**config.mk**
```make
export PLATFORM = sky130hd
export DESIGN_NAME = slow_fault_reaction
export DESIGN_NICKNAME = d
export VERILOG_FILES = /design/src/fault_reaction_pkg.sv /design/src/fault_reaction_eval.sv /design/src/slow_fault_reaction.sv
export SDC_FILE = /design/constraint.sdc
export NUM_CORES = 1
export LEC_CHECK = 0
export BUFFER_PORTS_ARGS = -buffer_cell sky130_fd_sc_hd__buf_4
export CAP_MARGIN = 25
export CORE_MARGIN = 2
export CORE_UTILIZATION = 51
export DETAILED_ROUTE_END_ITERATION = 7
export PLACE_DENSITY = 0.74
export SETUP_SLACK_MARGIN = 0.02
export SYNTH_ARGS = -nofsm -noshare
export SYNTH_HDL_FRONTEND = slang
export SYNTH_SLANG_ARGS = --single-unit
export TNS_END_PERCENT = 30
```
**constraint.sdc**
```tcl
create_clock -name clock -period 2.3 [get_ports clock]
set_clock_uncertainty 0.2 [all_clocks]
set_input_delay 0.345 -clock clock [delete_from_list [all_inputs] [get_ports clock]]
set_output_delay 0.345 -clock clock [all_outputs]
set_load 0.01 [all_outputs]
```
**src/fault_reaction_pkg.sv**
```systemverilog
`default_nettype none
package fault_reaction_pkg;

  // ----------------------------------------------------------------
  // Timing
  // ----------------------------------------------------------------
  localparam int CLOCK_MHZ = 10;
  localparam int RETRY_WAIT_US = 100;
  localparam int RETRY_WAIT_CYCLES = RETRY_WAIT_US * CLOCK_MHZ;

  // ----------------------------------------------------------------
  // Fault sources
  // ----------------------------------------------------------------
  localparam int NUM_FAULTS = 5;
  localparam int F_OT = 0;
  localparam int F_UT = 1;
  localparam int F_VIN_OV = 2;
  localparam int F_VIN_UV = 3;
  localparam int F_TON = 4;

  // ----------------------------------------------------------------
  // Reaction register layout
  // ----------------------------------------------------------------
  typedef struct packed {
    logic [1:0] action;
    logic [2:0] retry;
    logic [2:0] delay;
  } reaction_s;

  localparam logic [1:0] ACTION_CONTINUE = 2'h0;
  localparam logic [2:0] RETRY_NONE = 3'h0;
  localparam logic [2:0] DELAY_FIXED = 3'h0;
  localparam logic [7:0] REACTION_RESET = 8'h80;
  localparam logic [2:0] RETRY_COUNT_RESET = 3'h1;

  // ----------------------------------------------------------------
  // Command codes
  // ----------------------------------------------------------------
  localparam logic [7:0] CMD_OT_REACTION = 8'h10;
  localparam logic [7:0] CMD_UT_REACTION = 8'h11;
  localparam logic [7:0] CMD_VIN_OV_REACTION = 8'h12;
  localparam logic [7:0] CMD_VIN_UV_REACTION = 8'h13;
  localparam logic [7:0] CMD_TON_REACTION = 8'h14;
  localparam logic [7:0] CMD_RETRY_COUNT = 8'h15;
  localparam logic [7:0] CMD_CLEAR_FAULTS = 8'h20;
  localparam logic [7:0] CMD_STATUS_BYTE = 8'h21;
  localparam logic [7:0] CMD_STATUS_WORD = 8'h22;
  localparam logic [7:0] CMD_STATUS_VOUT = 8'h23;
  localparam logic [7:0] CMD_STATUS_INPUT = 8'h24;
  localparam logic [7:0] CMD_STATUS_TEMP = 8'h25;

  // ----------------------------------------------------------------
  // Status bit positions
  // ----------------------------------------------------------------
  localparam int SB_OFF = 6;
  localparam int SB_VIN_UV = 3;
  localparam int SB_TEMP = 2;
  localparam int SB_HIGH_BYTE = 0;
  localparam int SWH_VOUT = 7;
  localparam int SWH_INPUT = 5;
  localparam int SI_VIN_OV = 7;
  localparam int SI_VIN_UV = 4;
  localparam int ST_OT = 7;
  localparam int ST_UT = 4;
  localparam int SV_TON_MAX = 2;

  typedef struct packed {
    logic [7:0] sbyte;
    logic [7:0] wordHigh;
    logic [7:0] vout;
    logic [7:0] input_;
    logic [7:0] temp;
  } status_s;

  typedef enum logic [2:0] {
    CH_IDLE, CH_RUN, CH_SEQ_OFF, CH_DECIDE, CH_RETRY_WAIT, CH_LATCHED
  } chan_state_e;

endpackage
`default_nettype wire

```
**src/fault_reaction_eval.sv**
```systemverilog
`timescale 1ns/1ps
`default_nettype none
module fault_reaction_eval import fault_reaction_pkg::*; (
  // Clock and reset
  input wire logic clock,
  input wire logic rstn,
  // Reaction setting and detector level
  input wire reaction_s reaction,
  input wire logic faultLevel,
  // Decoded response
  output logic faultEvent,
  output logic shutReq,
  output logic retryOk
);

  logic prev_reg;

  always_ff @(posedge clock or negedge rstn) begin
    if (!rstn) begin
      prev_reg <= 1'b0;
    end else begin
      prev_reg <= faultLevel;
    end
  end

  // The slow result is already averaged, so no filter sits here.
  assign faultEvent = faultLevel & ~prev_reg;
  assign shutReq = faultEvent && (reaction.action != ACTION_CONTINUE);
  assign retryOk = (reaction.retry != RETRY_NONE);

endmodule // fault_reaction_eval
`default_nettype wire

```
**src/slow_fault_reaction.sv**
```systemverilog
// Contract
// - Slow faults used undeglitched
// - Slow fault sets byte, word, detail bits
// - Slow fault pulls host alert low
// - Action 00 keeps channel running
// - Action 01-11 shuts down or sequences off
// - Retry 000 never restarts
// - Nonzero retry restarts up to global limit
// - Delay field always reads zero
// - Timeout sets high-byte summary bit
// - Timeout sets vout word and detail bits
// - Timeout pulls host alert low
// - Timeout action shuts down or sequences off; code keeps channel running on action 00
// - Timeout retry 000 never restarts
// - Fault off latched until toggle, command, bias
// - Clear faults keeps latched off state
`timescale 1ns/1ps
`default_nettype none
module slow_fault_reaction import fault_reaction_pkg::*; (
  // Clock and reset
  input wire logic clock,
  input wire logic rstn,
  // Command port
  input wire logic cmdWrite,
  input wire logic cmdRead,
  input wire logic [7:0] cmdCode,
  input wire logic [7:0] cmdWdata,
  output logic [15:0] cmdRdata,
  // Slow detector levels and start-up timeout
  input wire logic overTemp,
  input wire logic underTemp,
  input wire logic vinOver,
  input wire logic vinUnder,
  input wire logic startupTimeout,
  // Channel control
  input wire logic channelOnPin,
  input wire logic biasOkPin,
  input wire logic operationOn,
  input wire logic onOffCmdPulse,
  input wire logic seqOffMode,
  input wire logic [15:0] toffDelayCycles,
  // Channel and alert outputs
  output logic channelEnable,
  output logic seqOffActive,
  output logic channelLatched,
  output logic hostAlertNOut,
  output logic hostAlertNOe
);

  // ----------------------------------------------------------------
  // Pin synchronisers
  // ----------------------------------------------------------------
  logic [1:0] pinMeta_reg, pinSync_reg, pinLast_reg;

  always_ff @(posedge clock or negedge rstn) begin
    if (!rstn) begin
      pinMeta_reg <= 2'h0;
      pinSync_reg <= 2'h0;
      pinLast_reg <= 2'h0;
    end else begin
      pinMeta_reg <= {biasOkPin, channelOnPin};
      pinSync_reg <= pinMeta_reg;
      pinLast_reg <= pinSync_reg;
    end
  end

  logic onPin, biasOk, pinToggle, onCmd;
  assign onPin = pinSync_reg[0];
  assign biasOk = pinSync_reg[1];
  assign pinToggle = pinSync_reg[0] ^ pinLast_reg[0];
  assign onCmd = onPin && operationOn && biasOk;

  // ----------------------------------------------------------------
  // Reaction registers
  // ----------------------------------------------------------------
  reaction_s [NUM_FAULTS-1:0] reaction_reg;
  logic [2:0] retryLimit_reg;
  logic [NUM_FAULTS-1:0] faultLevel, faultEvent, shutReq, retryOk;
  logic [NUM_FAULTS-1:0] codeHit;

  assign faultLevel = {startupTimeout, vinUnder, vinOver, underTemp,
                       overTemp};
  assign codeHit = {cmdCode == CMD_TON_REACTION,
                    cmdCode == CMD_VIN_UV_REACTION,
                    cmdCode == CMD_VIN_OV_REACTION,
                    cmdCode == CMD_UT_REACTION,
                    cmdCode == CMD_OT_REACTION};

  genvar g;
  generate
    for (g = 0; g < NUM_FAULTS; g++) begin : gFault
      always_ff @(posedge clock or negedge rstn) begin
        if (!rstn) begin
          reaction_reg[g] <= REACTION_RESET;
        end else if (cmdWrite && codeHit[g]) begin
          reaction_reg[g] <= {cmdWdata[7:3], DELAY_FIXED};
        end
      end

      fault_reaction_eval uEval (
        .clock(clock),
        .rstn(rstn),
        .reaction(reaction_reg[g]),
        .faultLevel(faultLevel[g]),
        .faultEvent(faultEvent[g]),
        .shutReq(shutReq[g]),
        .retryOk(retryOk[g])
      );
    end
  endgenerate

  always_ff @(posedge clock or negedge rstn) begin
    if (!rstn) begin
      retryLimit_reg <= RETRY_COUNT_RESET;
    end else if (cmdWrite && cmdCode == CMD_RETRY_COUNT) begin
      retryLimit_reg <= cmdWdata[2:0];
    end
  end

  // ----------------------------------------------------------------
  // Status and alert
  // ----------------------------------------------------------------
  status_s status_reg, statusSet;
  logic alert_reg, clearFaults;
  assign clearFaults = cmdWrite && cmdCode == CMD_CLEAR_FAULTS;

  always_comb begin
    statusSet = '0;
    statusSet.temp[ST_OT] = faultEvent[F_OT];
    statusSet.temp[ST_UT] = faultEvent[F_UT];
    statusSet.sbyte[SB_TEMP] = faultEvent[F_OT] | faultEvent[F_UT];
    statusSet.input_[SI_VIN_OV] = faultEvent[F_VIN_OV];
    statusSet.input_[SI_VIN_UV] = faultEvent[F_VIN_UV];
    statusSet.sbyte[SB_VIN_UV] = faultEvent[F_VIN_UV];
    statusSet.wordHigh[SWH_INPUT] = faultEvent[F_VIN_OV] |
                                    faultEvent[F_VIN_UV];
    statusSet.sbyte[SB_HIGH_BYTE] = faultEvent[F_VIN_OV] |
                                    faultEvent[F_TON];
    statusSet.wordHigh[SWH_VOUT] = faultEvent[F_TON];
    statusSet.vout[SV_TON_MAX] = faultEvent[F_TON];
  end

  // A new fault in the clearing cycle survives the clear.
  always_ff @(posedge clock or negedge rstn) begin
    if (!rstn) begin
      status_reg <= '0;
    end else begin
      status_reg <= (clearFaults ? '0 : status_reg) | statusSet;
    end
  end

  always_ff @(posedge clock or negedge rstn) begin
    if (!rstn) begin
      alert_reg <= 1'b0;
    end else begin
      alert_reg <= (alert_reg && !clearFaults) || (|faultEvent);
    end
  end

  assign hostAlertNOut = 1'b0;
  assign hostAlertNOe = alert_reg;

  // ----------------------------------------------------------------
  // Channel state machine
  // ----------------------------------------------------------------
  chan_state_e state_reg, state_next;
  logic [15:0] count_reg, count_next;
  logic [2:0] attempts_reg, attempts_next;
  logic retryAllowed_reg, retryAllowed_next;
  logic shutAny, noRetryHit, release_;

  assign shutAny = |shutReq;
  // Any shutting source that forbids retry wins over the others.
  assign noRetryHit = |(shutReq & ~retryOk);
  assign release_ = pinToggle || onOffCmdPulse || !biasOk;

  always_comb begin
    state_next = state_reg;
    count_next = count_reg;
    attempts_next = attempts_reg;
    retryAllowed_next = retryAllowed_reg;
    case (state_reg)
      CH_IDLE: begin
        attempts_next = 3'h0;
        if (onCmd) begin
          state_next = CH_RUN;
        end
      end
      CH_RUN: begin
        if (!onCmd) begin
          state_next = CH_IDLE;
        end else if (shutAny) begin
          retryAllowed_next = !noRetryHit;
          count_next = toffDelayCycles;
          state_next = seqOffMode ? CH_SEQ_OFF : CH_DECIDE;
        end
      end
      CH_SEQ_OFF: begin
        if (shutAny && noRetryHit) begin
          retryAllowed_next = 1'b0;
        end
        if (count_reg == 16'h0000) begin
          state_next = CH_DECIDE;
        end else begin
          count_next = count_reg - 16'h0001;
        end
      end
      CH_DECIDE: begin
        if (retryAllowed_reg && attempts_reg < retryLimit_reg) begin
          attempts_next = attempts_reg + 3'h1;
          count_next = 16'(RETRY_WAIT_CYCLES);
          state_next = CH_RETRY_WAIT;
        end else begin
          state_next = CH_LATCHED;
        end
      end
      CH_RETRY_WAIT: begin
        if (!onCmd) begin
          state_next = CH_IDLE;
        end else if (shutAny) begin
          // A fault whose action is to continue does not end the retries.
          state_next = CH_LATCHED;
        end else if (count_reg == 16'h0000) begin
          state_next = CH_RUN;
        end else begin
          count_next = count_reg - 16'h0001;
        end
      end
      CH_LATCHED: begin
        if (release_) begin
          state_next = CH_IDLE;
        end
      end
      default: begin
        state_next = CH_IDLE;
      end
    endcase
  end

  always_ff @(posedge clock or negedge rstn) begin
    if (!rstn) begin
      state_reg <= CH_IDLE;
      count_reg <= 16'h0000;
      attempts_reg <= 3'h0;
      retryAllowed_reg <= 1'b0;
    end else begin
      state_reg <= state_next;
      count_reg <= count_next;
      attempts_reg <= attempts_next;
      retryAllowed_reg <= retryAllowed_next;
    end
  end

  always_ff @(posedge clock or negedge rstn) begin
    if (!rstn) begin
      channelEnable <= 1'b0;
      seqOffActive <= 1'b0;
      channelLatched <= 1'b0;
    end else begin
      channelEnable <= (state_next == CH_RUN) ||
                       (state_next == CH_SEQ_OFF);
      seqOffActive <= (state_next == CH_SEQ_OFF);
      channelLatched <= (state_next == CH_LATCHED);
    end
  end

  // ----------------------------------------------------------------
  // Command read
  // ----------------------------------------------------------------
  logic [7:0] liveByte;
  assign liveByte = status_reg.sbyte | {1'b0, !channelEnable, 6'h00};

  always_ff @(posedge clock or negedge rstn) begin
    if (!rstn) begin
      cmdRdata <= 16'h0000;
    end else if (cmdRead) begin
      cmdRdata <= 16'h0000;
      for (int i = 0; i < NUM_FAULTS; i++) begin
        if (codeHit[i]) begin
          cmdRdata <= {8'h00, reaction_reg[i]};
        end
      end
      case (cmdCode)
        CMD_RETRY_COUNT: cmdRdata <= {13'h0000, retryLimit_reg};
        CMD_STATUS_BYTE: cmdRdata <= {8'h00, liveByte};
        CMD_STATUS_WORD: cmdRdata <= {status_reg.wordHigh, liveByte};
        CMD_STATUS_VOUT: cmdRdata <= {8'h00, status_reg.vout};
        CMD_STATUS_INPUT: cmdRdata <= {8'h00, status_reg.input_};
        CMD_STATUS_TEMP: cmdRdata <= {8'h00, status_reg.temp};
        default: begin
        end
      endcase
    end
  end

  // ----------------------------------------------------------------
  // Checks
  // ----------------------------------------------------------------
  property p_alert_on_fault;
    @(posedge clock) disable iff (!rstn)
    (|faultEvent[F_VIN_UV:F_OT]) |=> hostAlertNOe;
  endproperty
  a_alert_on_fault: assert property (p_alert_on_fault)
    else $error("slow fault did not assert alert");

  property p_temp_status;
    @(posedge clock) disable iff (!rstn)
    faultEvent[F_OT] |=> status_reg.temp[ST_OT] && status_reg.sbyte[SB_TEMP];
  endproperty
  a_temp_status: assert property (p_temp_status)
    else $error("over temperature status not set");

  property p_ton_status;
    @(posedge clock) disable iff (!rstn)
    faultEvent[F_TON] |=> status_reg.sbyte[SB_HIGH_BYTE] &&
      status_reg.wordHigh[SWH_VOUT] && status_reg.vout[SV_TON_MAX] &&
      hostAlertNOe;
  endproperty
  a_ton_status: assert property (p_ton_status)
    else $error("timeout status or alert missing");

  property p_continue;
    @(posedge clock) disable iff (!rstn)
    (state_reg == CH_RUN && onCmd && !shutAny) ##1 onCmd
      |-> channelEnable;
  endproperty
  a_continue: assert property (p_continue)
    else $error("channel dropped without shutdown request");

  property p_immediate_off;
    @(posedge clock) disable iff (!rstn)
    (state_reg == CH_RUN && onCmd && shutAny && !seqOffMode)
      |=> !channelEnable [*2];
  endproperty
  a_immediate_off: assert property (p_immediate_off)
    else $error("immediate shutdown did not disable channel");

  property p_latched_holds;
    @(posedge clock) disable iff (!rstn)
    (state_reg == CH_LATCHED && !release_) |=> !channelEnable;
  endproperty
  a_latched_holds: assert property (p_latched_holds)
    else $error("latched channel turned on");

  property p_no_retry;
    @(posedge clock) disable iff (!rstn)
    (state_reg == CH_DECIDE && !retryAllowed_reg) |=> channelLatched;
  endproperty
  a_no_retry: assert property (p_no_retry)
    else $error("no-retry shutdown did not latch");

  property p_retry_limit;
    @(posedge clock) disable iff (!rstn)
    $rose(state_reg == CH_RETRY_WAIT) |-> attempts_reg <= retryLimit_reg &&
      attempts_reg != 3'h0;
  endproperty
  a_retry_limit: assert property (p_retry_limit)
    else $error("retry attempt beyond limit");

  property p_delay_zero;
    @(posedge clock) disable iff (!rstn)
    (cmdRead && |codeHit) |=> cmdRdata[2:0] == DELAY_FIXED;
  endproperty
  a_delay_zero: assert property (p_delay_zero)
    else $error("delay field read nonzero");

  property p_clear_keeps_latch;
    @(posedge clock) disable iff (!rstn)
    (clearFaults && state_reg == CH_LATCHED && !release_) |=>
      channelLatched && (!hostAlertNOe || $past(|faultEvent));
  endproperty
  a_clear_keeps_latch: assert property (p_clear_keeps_latch)
    else $error("clear faults changed latch or left alert");

endmodule // slow_fault_reaction
`default_nettype wire

```
==> flow_summary.toml, run 1 <==
[sta]
setup_viol = 4
maxClockFrequency_mhz = 430
fin_setup_tns_ns = -0.0583
period_share = 1.01
period_minus_slack_ns = 2.32
rsz0062_at_grt = "yes"
setup_ws_ns = -0.0243
final_hold_viol_count = 0
slew_violations = 0

[floorplan]
core_area_sq_um = 8260
initial_core_util = 0.526
die_area_sq_um = 9280
fp.dieW_um = 96.3
std_cell_rows = 33
ios = 67
die_h_um = 96.3

[min_path]
hold_end = "retryLimit_reg[0]$_DFFE_PN1P_"
min-delay-start = "cmdWdata[0]"
min_path_cells = 2
hold_path_class = "input pin to flip-flop"

[pwr]
power_leakage_nw = 2.43
finalPower_mw = 3.66
power_density_nw_per_um2 = 683
ir_drop_mv = 0.474

[global_route]
globalRouteOverflowTotal = 0
grt_antenna_before_repair = 0
grt_use_met2 = 0.347
grt_max_degree = 56
met1_usage = 0.334
busiest_layer = "met2"
grtUsageTotal = 0.226
grt_pass1_vias = 3277
use_met3 = 0.0352
grt_pass1_wl_um = 15900

[clock_network]
htreeDepth = 3
cts_sinks = 85
clk_pin_slew_worst_paths_ns = 0.09
cts_tree = "yes"
clock_latency_ns = 0.36
cts-root-buf = "clkbuf_8"
cts_buffer_depth = 2
cts_setup_buffers = 0
cts_made_buffers = 9

[layout]
final_nets = 568
syn2layout_area_growth_pct = 23.1
finalNonFillerCells = 627
largest_register_ffs = 25
final_area_sq_um = 5350
layout-drive-gt1-share = 0.293
antenna_cells = 0
fin_util = 0.648

[setup_path]
crit_buf_inv = 1
slowest_delay_ns = 0.43
cpMaxStageDelayCell = "a222oi_1"
crit_required_ns = 2.34
reg2reg_to = "count_reg[3]$_DFFE_PN0P_"
r2r_slack_ns = -0.02
critPathKind = "flip-flop to flip-flop"
arrival_ns = 2.36
cpLargestDelayFamily = "compound AO/OA/AOI/OAI gates"
path_cells = "or2_1, a222oi_1, a21oi_1, o311ai_4, buf_12, a21oi_1, o32a_1"
reg2reg_from = "reaction_reg[30]$_DFFE_PN0P_"
cpMostUsedCell = "a21oi_1"
rr_worst_depth = 7
path_max_fanout = 32
startpoint_type = "flip-flop"
crit_path_end_kind = "flip-flop"

[yosys]
yosys.area.top_type = "dfrtp_1"
ys_seq_area_frac = 0.491
muxShareOfSynthArea = 0.0970
synth-seq-cells = 85
synth_warnings = 0
synth-compound-area-share = 0.164
yosys-top-cells-area = "dfrtp_1 (45%), mux2_2 (7.0%), dfstp_2 (3.6%)"
syn_avg_cell_area_sq_um = 10.1
yosysTopAreaCellShare = 0.455
synthAdderAreaFrac = 0.0144
synth-simple-area-share = 0.190
yosysUniqueCellTypes = 65
synthXorXnorAreaFrac = 0.00403
synth_edf_count = 0
synth_top_family_by_area = "simple AND/OR/NAND/NOR gates"
synthCells = 429
synthFlopType = "dfrtp_1"
syn-cell-area_sq_um = 4350
async_flop_share = 1.00

[routing]
drt_iter0_markers = 191
drc = 0
avgViaCountPerCell = 5.72
drt_pass1_iterations = 5
wirelength_um = 10100
drtAntennaViolNets = 0
wl_per_cell_um = 16.1
vias = 3585

[place]
portBuffers = 59
place.gp.congestion = 0.879
dpl_cell_area_sq_um = 5030
hpwl_um = 7430
dp_cells = 601

[status]
outcome = "finished with violations"
failed_checks = "setup timing"

[flow_run]
maxCapViolCount = 0
[timing repair]
item	4_1_cts	5_1_grt
endpoints found under the hold margin	37	0
pin swaps	1	4
resized for setup	4	1
endpoints found under the setup margin	16	19
hold buffers	10	0
[worst max-delay path by stage]
stage | start | to | slack (ns) | depth (start not counted)
final | reaction_reg[30]$_DFFE_PN0P_ | count_reg[3]$_DFFE_PN0P_ | -0.02 | 7
after global routing | reaction_reg[30]$_DFFE_PN0P_ | count_reg[0]$_DFFE_PN0P_ | -0.10 | 7
after detailed placement | count_reg[0]$_DFFE_PN0P_ | count_reg[0]$_DFFE_PN0P_ | -0.1 | 9
after floorplan | reaction_reg[31]$_DFFE_PN1P_ | count_reg[15]$_DFFE_PN0P_ | 0.13 | 7
after CTS | reaction_reg[30]$_DFFE_PN0P_ | count_reg[3]$_DFFE_PN0P_ | -0.003 | 7
after global placement | count_reg[0]$_DFFE_PN0P_ | count_reg[0]$_DFFE_PN0P_ | -0.07 | 9
[cell usage after synthesis, drive strengths merged, types with 2 or more instances]
cell and number:
o22a 2, o21ai 29, nand2 34, a31oi 7, a41oi 2, mux2i 5, nor2b 11, inv 12
a21oi 19, or3 2, nand3b 2, a32oi 3, or4b 2, nand3 13, a211o 2, a21boi 2
or2 9, dfstp 6, clkbuf 12, buf 11, ha 5, nor4 10, nor3 15, a211oi 3
xor2 2, mux4 3, o22ai 3, o32a 2, a22oi 4, a21o 11, a221oi 2, dfrtp 79
o31ai 2, nor2 42, and2 4, nor3b 2, mux2 27, and3 3, nand2b 6, a22o 4
[power breakdown]
part	leakage, nW	total [mW]	internal [mW]	switching (mW)
logic	1.30	0.690	0.332	0.358
registers	1.02	1.86	1.68	0.176
clock network	0.104	1.11	0.541	0.565
total	2.43	3.66	2.56	1.10
[through the flow]
step	setup slack [ns]	hold WS [ns]
global placement	-0.0667	0.105
finish	-0.0243	0.0330
CTS	-0.00279	0.0249
floorplan	0.126	-0.151
detailed placement	-0.0987	0.106
global route	-0.100	0.0227
[layout make-up]
| class | count | area (sq um) |
|---|---|---|
| inverters | 12 | 45.0 |
| multi-input cells | 315 | 2080 |
| well taps | 105 | 131 |
| fillers | 700 | 2910 |
| clock buffers | 10 | 138 |
| flip-flops and latches | 85 | 2130 |
| repair buffers | 94 | 756 |
| clock inverters | 6 | 71.3 |
[routing by layer]
| metal | part of all wire | up-vias |
|---|---|---|
| met5 | 0 | - |
| met4 | 0.011 | 0 |
| met3 | 0.038 | 11 |
| met2 | 0.48 | 83 |
| met1 | 0.47 | 1762 |
| li1 | - | 1729 |
[cell families after synthesis]
kind of cell,Yosys count
AO/OA/AOI/OAI,106
buffers and inverters,35
flip-flops,85
other,1
multiplexers,35
AND/OR/NAND/NOR,160
XOR/XNOR,2
adder cells (fa/ha/maj),5
[cell usage in the layout, fill, tap and decap left out, types with 4 or more instances in the layout]
master	netlist	final
buf_4	7	82
nand3_1	13	13
o21ai_0	28	27
a21oi_1	19	19
nand2_1	34	34
or2_2	7	7
nor3_1	14	14
a21o_1	11	11
dlygate4sd3_1	0	10
conb_1	1	7
clkbuf_8	0	10
a31oi_1	7	7
nor2b_1	11	11
and2_1	4	4
a22o_1	4	4
a22oi_1	4	4
nand2b_1	6	6
nor2_1	42	40
mux2i_1	5	5
dfrtp_1	79	79
dfstp_2	6	6
inv_1	12	12
mux2_2	27	27
nor4_1	9	9
ha_1	5	5
Power figures use the tool's default switching activity.
==> run 2: changes to the inputs <==
CORE_UTILIZATION = 57   (was 51)
PLACE_DENSITY = 0.78   (was 0.74)
clock period = 2.61 ns   (was 2.3 ns; I/O delays follow)
==> run 2 against run 1 <==
  * The flow now finishes without violations
  * Core utilization is 7.0 points higher
  * Setup slack better by 0.11 ns
  * Sequential power is 11% lower
  * Cell count is 2.6% lower
  * Clock power is 14% lower
  * Non-clock buffer count is 10 lower
  * Clock-buffer cell count stayed put
  * First-iteration DRC count is 76% higher
==> flow_summary.toml, run 2 (synthesized netlist as in run 1, its figures left out) <==
[status]
outcome = "completed"

[layout]
largest_register_ffs = 25
filler_cell_count = 560
layout-drive-gt1-share = 0.287
syn2layout_area_growth_pct = 21.1
antenna_cells = 0
layout_common_cells = "dfrtp_1 (79), buf_4 (74), nor2_1 (42), nand2_1 (34), o21ai_0 (28)"
final_area_sq_um = 5270
final_nets = 558
register_area_sq_um = 2130
multiInputGateArea_sq_um = 2090
final_common_cell = "dfrtp_1"

[clock_network]
cts-root-buf = "clkbuf_8"
clock_latency_ns = 0.36
cts_tree = "yes"
htreeDepth = 3
cts_buffer_depth = 2
clk_pin_slew_worst_paths_ns = 0.09
cts_made_buffers = 9
cts_sinks = 85

[place]
place.gp.congestion = 0.882
portBuffers = 59
hpwl_um = 7580
place_ws_ns = 0.160
dpl_cell_area_sq_um = 4960

[min_path]
min_path_cells = 3
min-delay-start = "cmdWdata[1]"
hold_end = "retryLimit_reg[1]$_DFFE_PN0P_"
hold_path_class = "input pin to flip-flop"

[global_route]
globalRouteOverflowTotal = 0
grt_antenna_before_repair = 0
grt_pass1_vias = 3597
grtUsageTotal = 0.264
grt_pass1_wl_um = 17500
grt_max_degree = 46

[setup_path]
r2r_slack_ns = 0.17
reg2reg_from = "count_reg[0]$_DFFE_PN0P_"
crit_required_ns = 2.71
critPathKind = "input pin to flip-flop"
path_max_fanout = 32
reg2reg_to = "count_reg[0]$_DFFE_PN0P_"
arrival_ns = 2.62
crit_path_end_kind = "flip-flop"
rr_worst_depth = 9
startpoint_type = "input pin"

[floorplan]
std_cell_rows = 31
core_area_sq_um = 7330
die_area_sq_um = 8340
fp.dieW_um = 91.3
initial_core_util = 0.593
ios = 67
die_h_um = 91.3

[sta]
rsz0062_at_grt = "no"
fin_setup_tns_ns = 0
maxClockFrequency_mhz = 396
setup_ws_ns = 0.0873
relSlewSlack = 0.604
setup_viol = 0
period_minus_slack_ns = 2.52
final_hold_viol_count = 0
period_share = 0.967
tightest_slew_ns = 0.591
slew_violations = 0

[pwr]
power_density_nw_per_um2 = 604
power_leakage_nw = 2.38
ir_drop_mv = 0.315
finalPower_mw = 3.18

[routing]
drt_pass1_iterations = 4
drt_iter0_markers = 337
vias = 3624
drtAntennaViolNets = 0
drc = 0
wirelength_um = 10300
wl_per_cell_um = 16.9
avgViaCountPerCell = 5.93

[flow_run]
maxCapViolCount = 0
## run 2: changes by cell type in the layout (fill, tap and decap cells not counted), sizes merged
cell	change
buf	-8
dlygate4sd3	-2
## run 2: area by class of cell
type                            count  area share
Clock inverter                      6      0.0116
Timing Repair Buffer               84       0.128
Tap cell                           99      0.0235
Clock buffer                       10      0.0261
Sequential cell                    85       0.405
Inverter                           12     0.00856
Multi-Input combinational cell    315       0.396
## run 2: worst max path at each step
stage / start / endpoint / slack, ns / depth (start not counted)
2_1_floorplan: cmdCode[4] / status_reg[32]$_DFF_PN0_ / 0.42 / 4
3_3_place_gp: count_reg[10]$_DFFE_PN0P_ / count_reg[7]$_DFFE_PN0P_ / 0.25 / 7
3_5_place_dp: vinUnder / count_reg[7]$_DFFE_PN0P_ / 0.16 / 8
4_1_cts: underTemp / count_reg[7]$_DFFE_PN0P_ / 0.06 / 9
5_1_grt: underTemp / count_reg[0]$_DFFE_PN0P_ / 0.02 / 10
6_report: underTemp / count_reg[0]$_DFFE_PN0P_ / 0.09 / 10
## run 2: worst max-delay path, cell delays in order
cell	delay, ns
dlygate4sd3_1	0.54
buf_4	0.14
nor2b_2	0.18
a222oi_1	0.25
buf_4	0.18
and3_1	0.20
o311ai_4	0.11
buf_12	0.19
or3_1	0.35
o21ai_1	0.08
## run 2: per-stage QoR
stage | util | hold WS, ns | std cells
CTS | 0.714 | 0.0273 | 610
global placement | 0.676 | 0.133 | 586
floorplan | - | -0.104 | 435
detailed placement | 0.676 | 0.136 | 586
global route | 0.718 | 0.0451 | 611
finish | 0.718 | 0.0265 | 611
## run 2: metal layers
metal  GRT usage  vias up  share of wire
li1            -     1699              -
met1       0.382     1788           0.46
met2       0.408      124           0.47
met3      0.0365       13          0.053
met4      0.0947        0          0.015
met5           0        -              0
## run 2: what timing repair did
item / 4_1_cts / 5_1_grt
resized for setup: 0 / 5
endpoints found under the hold margin: 50 / 0
buffers inserted: 0 / 1
hold buffers: 8 / 0
setup endpoints to repair: 0 / 19
## run 2: power breakdown
part	switching [mW]	internal [mW]	total, mW
Combinational	0.306	0.265	0.571
Sequential	0.172	1.48	1.66
Clock	0.488	0.467	0.954
Total	0.966	2.21	3.18
==> run 3: changes to the inputs <==
==> constraint.sdc (replaced) <==
create_clock -name clock -period 2.67 [get_ports clock]
set_clock_uncertainty 0.2 [all_clocks]
set_input_delay 0.534 -clock clock [delete_from_list [all_inputs] [get_ports clock]]
set_output_delay 0.534 -clock clock [all_outputs]
set_load 0.01 [all_outputs]
==> run 3 against run 2 <==
  * Non-clock buffer count decreased by 10
  * First-iteration DRC count decreased by 26%
  * Global-route usage decreased by 0.14 points
  * Combinational power decreased by 4.9%
  * Highest routed layer unchanged
  * Register-to-register slack improved by 0.02 ns
  * Sequential power decreased by 3%
  * Setup slack improved by 0.10 ns
  * Hold slack improved by 0.041 ns
==> flow_summary.toml, run 3 (synthesized netlist as in run 1, its figures left out) <==
[status]
outcome = "completed"

[global_route]
grtUsageTotal = 0.262
globalRouteOverflowTotal = 0
grt_max_degree = 40
grt_pass1_vias = 3489
grt_pass1_wl_um = 17300
grt_antenna_before_repair = 0

[setup_path]
crit_buf_inv = 2
startpoint_type = "flip-flop"
crit_path_end_kind = "flip-flop"
arrival_ns = 2.58
crit_required_ns = 2.77
path_cells = "inv_1, ha_1, nor3b_1, and4_1, o21ai_0, o311ai_4, buf_12, or3_1, o21ai_1"
cpMaxStageDelayCell = "dfrtp_1"
slowest_delay_ns = 0.38
cpLargestDelayFamily = "simple AND/OR/NAND/NOR gates"
critPathKind = "flip-flop to flip-flop"
path_max_fanout = 32

[place]
place.gp.congestion = 0.849
portBuffers = 59
place_ws_ns = 0.134
hpwl_um = 7650

[clock_network]
cts_tree = "yes"
cts_made_buffers = 9
htreeDepth = 3
cts-root-buf = "clkbuf_8"
clk_pin_slew_worst_paths_ns = 0.09
cts_sinks = 85
post_cts.resized_instances = 0
cts_hold_buffers = 1
cts_setup_buffers = 0
cts_buffer_depth = 2
clock_latency_ns = 0.37

[sta]
setup_viol = 0
setup_ws_ns = 0.189
final_hold_viol_count = 0
rsz0062_at_grt = "no"
relSlewSlack = 0.544
tightest_slew_ns = 0.684
slew_violations = 0
maxClockFrequency_mhz = 403
fin_setup_tns_ns = 0
period_minus_slack_ns = 2.48
period_share = 0.929

[routing]
drtAntennaViolNets = 0
drt_pass1_iterations = 5
drc = 0
avgViaCountPerCell = 5.92
drt_iter0_markers = 248
wirelength_um = 10400
vias = 3559
wl_per_cell_um = 17.4

[floorplan]
fp.dieW_um = 91.3
die_h_um = 91.3
die_area_sq_um = 8340
core_area_sq_um = 7330
ios = 67
std_cell_rows = 31
initial_core_util = 0.593

[layout]
syn2layout_area_growth_pct = 18.9
layout-drive-gt1-share = 0.275
antenna_cells = 0
final_common_cell = "dfrtp_1"
final_nets = 548
multiInputGateArea_sq_um = 2070
layout_common_cells = "dfrtp_1 (79), buf_4 (72), nor2_1 (42), nand2_1 (34), o21ai_0 (28)"
filler_cell_count = 551
register_area_sq_um = 2130
largest_register_ffs = 25

[pwr]
ir_drop_mv = 0.379
power_density_nw_per_um2 = 618
finalPower_mw = 3.19
power_leakage_nw = 2.33

[flow_run]
maxCapViolCount = 0

[min_path]
hold_path_class = "input pin to flip-flop"
[run 3: cell types whose count changed in the layout (fill, tap and decap cells not counted), sizes merged]
cell and change:
dlygate4sd3 -7, buf -3, clkinv -3, bufinv +1
clkbuf +1, clkinvlp +1
[run 3: area by class of cell]
| class | count | area share |
|---|---|---|
| Tap cell | 99 | 0.0240 |
| Sequential cell | 85 | 0.413 |
| Inverter | 12 | 0.00872 |
| Timing Repair Buffer | 74 | 0.110 |
| Multi-Input combinational cell | 315 | 0.400 |
| Clock inverter | 5 | 0.0162 |
| Clock buffer | 11 | 0.0274 |
[run 3: routing by layer]
layer  global-route usage  wire, um  part of all wire  up-vias
met3               0.0456       476             0.046       10
li1                     -         -                 -     1687
met4               0.0833       135             0.013        0
met1                0.369      4840              0.46     1762
met2                0.417      4980              0.48      100
met5                    0         0                 0        -
[run 3: final timing paths]
check                                         start                           end  slack (ns)  cells past startpoint
setup reg to reg           count_reg[0]$_DFFE_PN0P_      count_reg[0]$_DFFE_PN0P_        0.19                      9
setup / recovery           count_reg[0]$_DFFE_PN0P_      count_reg[0]$_DFFE_PN0P_        0.19                      9
hold / removal                         channelOnPin      pinMeta_reg[0]$_DFF_PN0_        0.07                      1
hold reg to reg            pinMeta_reg[1]$_DFF_PN0_      pinSync_reg[1]$_DFF_PN0_        0.16                      0
min in group asynchronous                      rstn       cmdRdata[0]$_DFFE_PN0P_        0.47                      2
max in group asynchronous                      rstn  reaction_reg[23]$_DFFE_PN1P_        1.11                      3
[run 3: per-stage QoR]
stage	cells	hold WS, ns	instance area [sq um]	util
2_1_floorplan	435	0.0384	4370	-
3_3_place_gp	584	0.133	4930	0.673
3_5_place_dp	584	0.137	4930	0.673
4_1_cts	601	0.0559	5170	0.705
5_1_grt	601	0.0510	5170	0.705
6_report	601	0.0674	5170	0.705
[run 3: power breakdown]
part / switching, mW / total [mW] / internal [mW]
Clock: 0.480 / 1.04 / 0.556
Sequential: 0.161 / 1.61 / 1.45
Combinational: 0.298 / 0.543 / 0.245
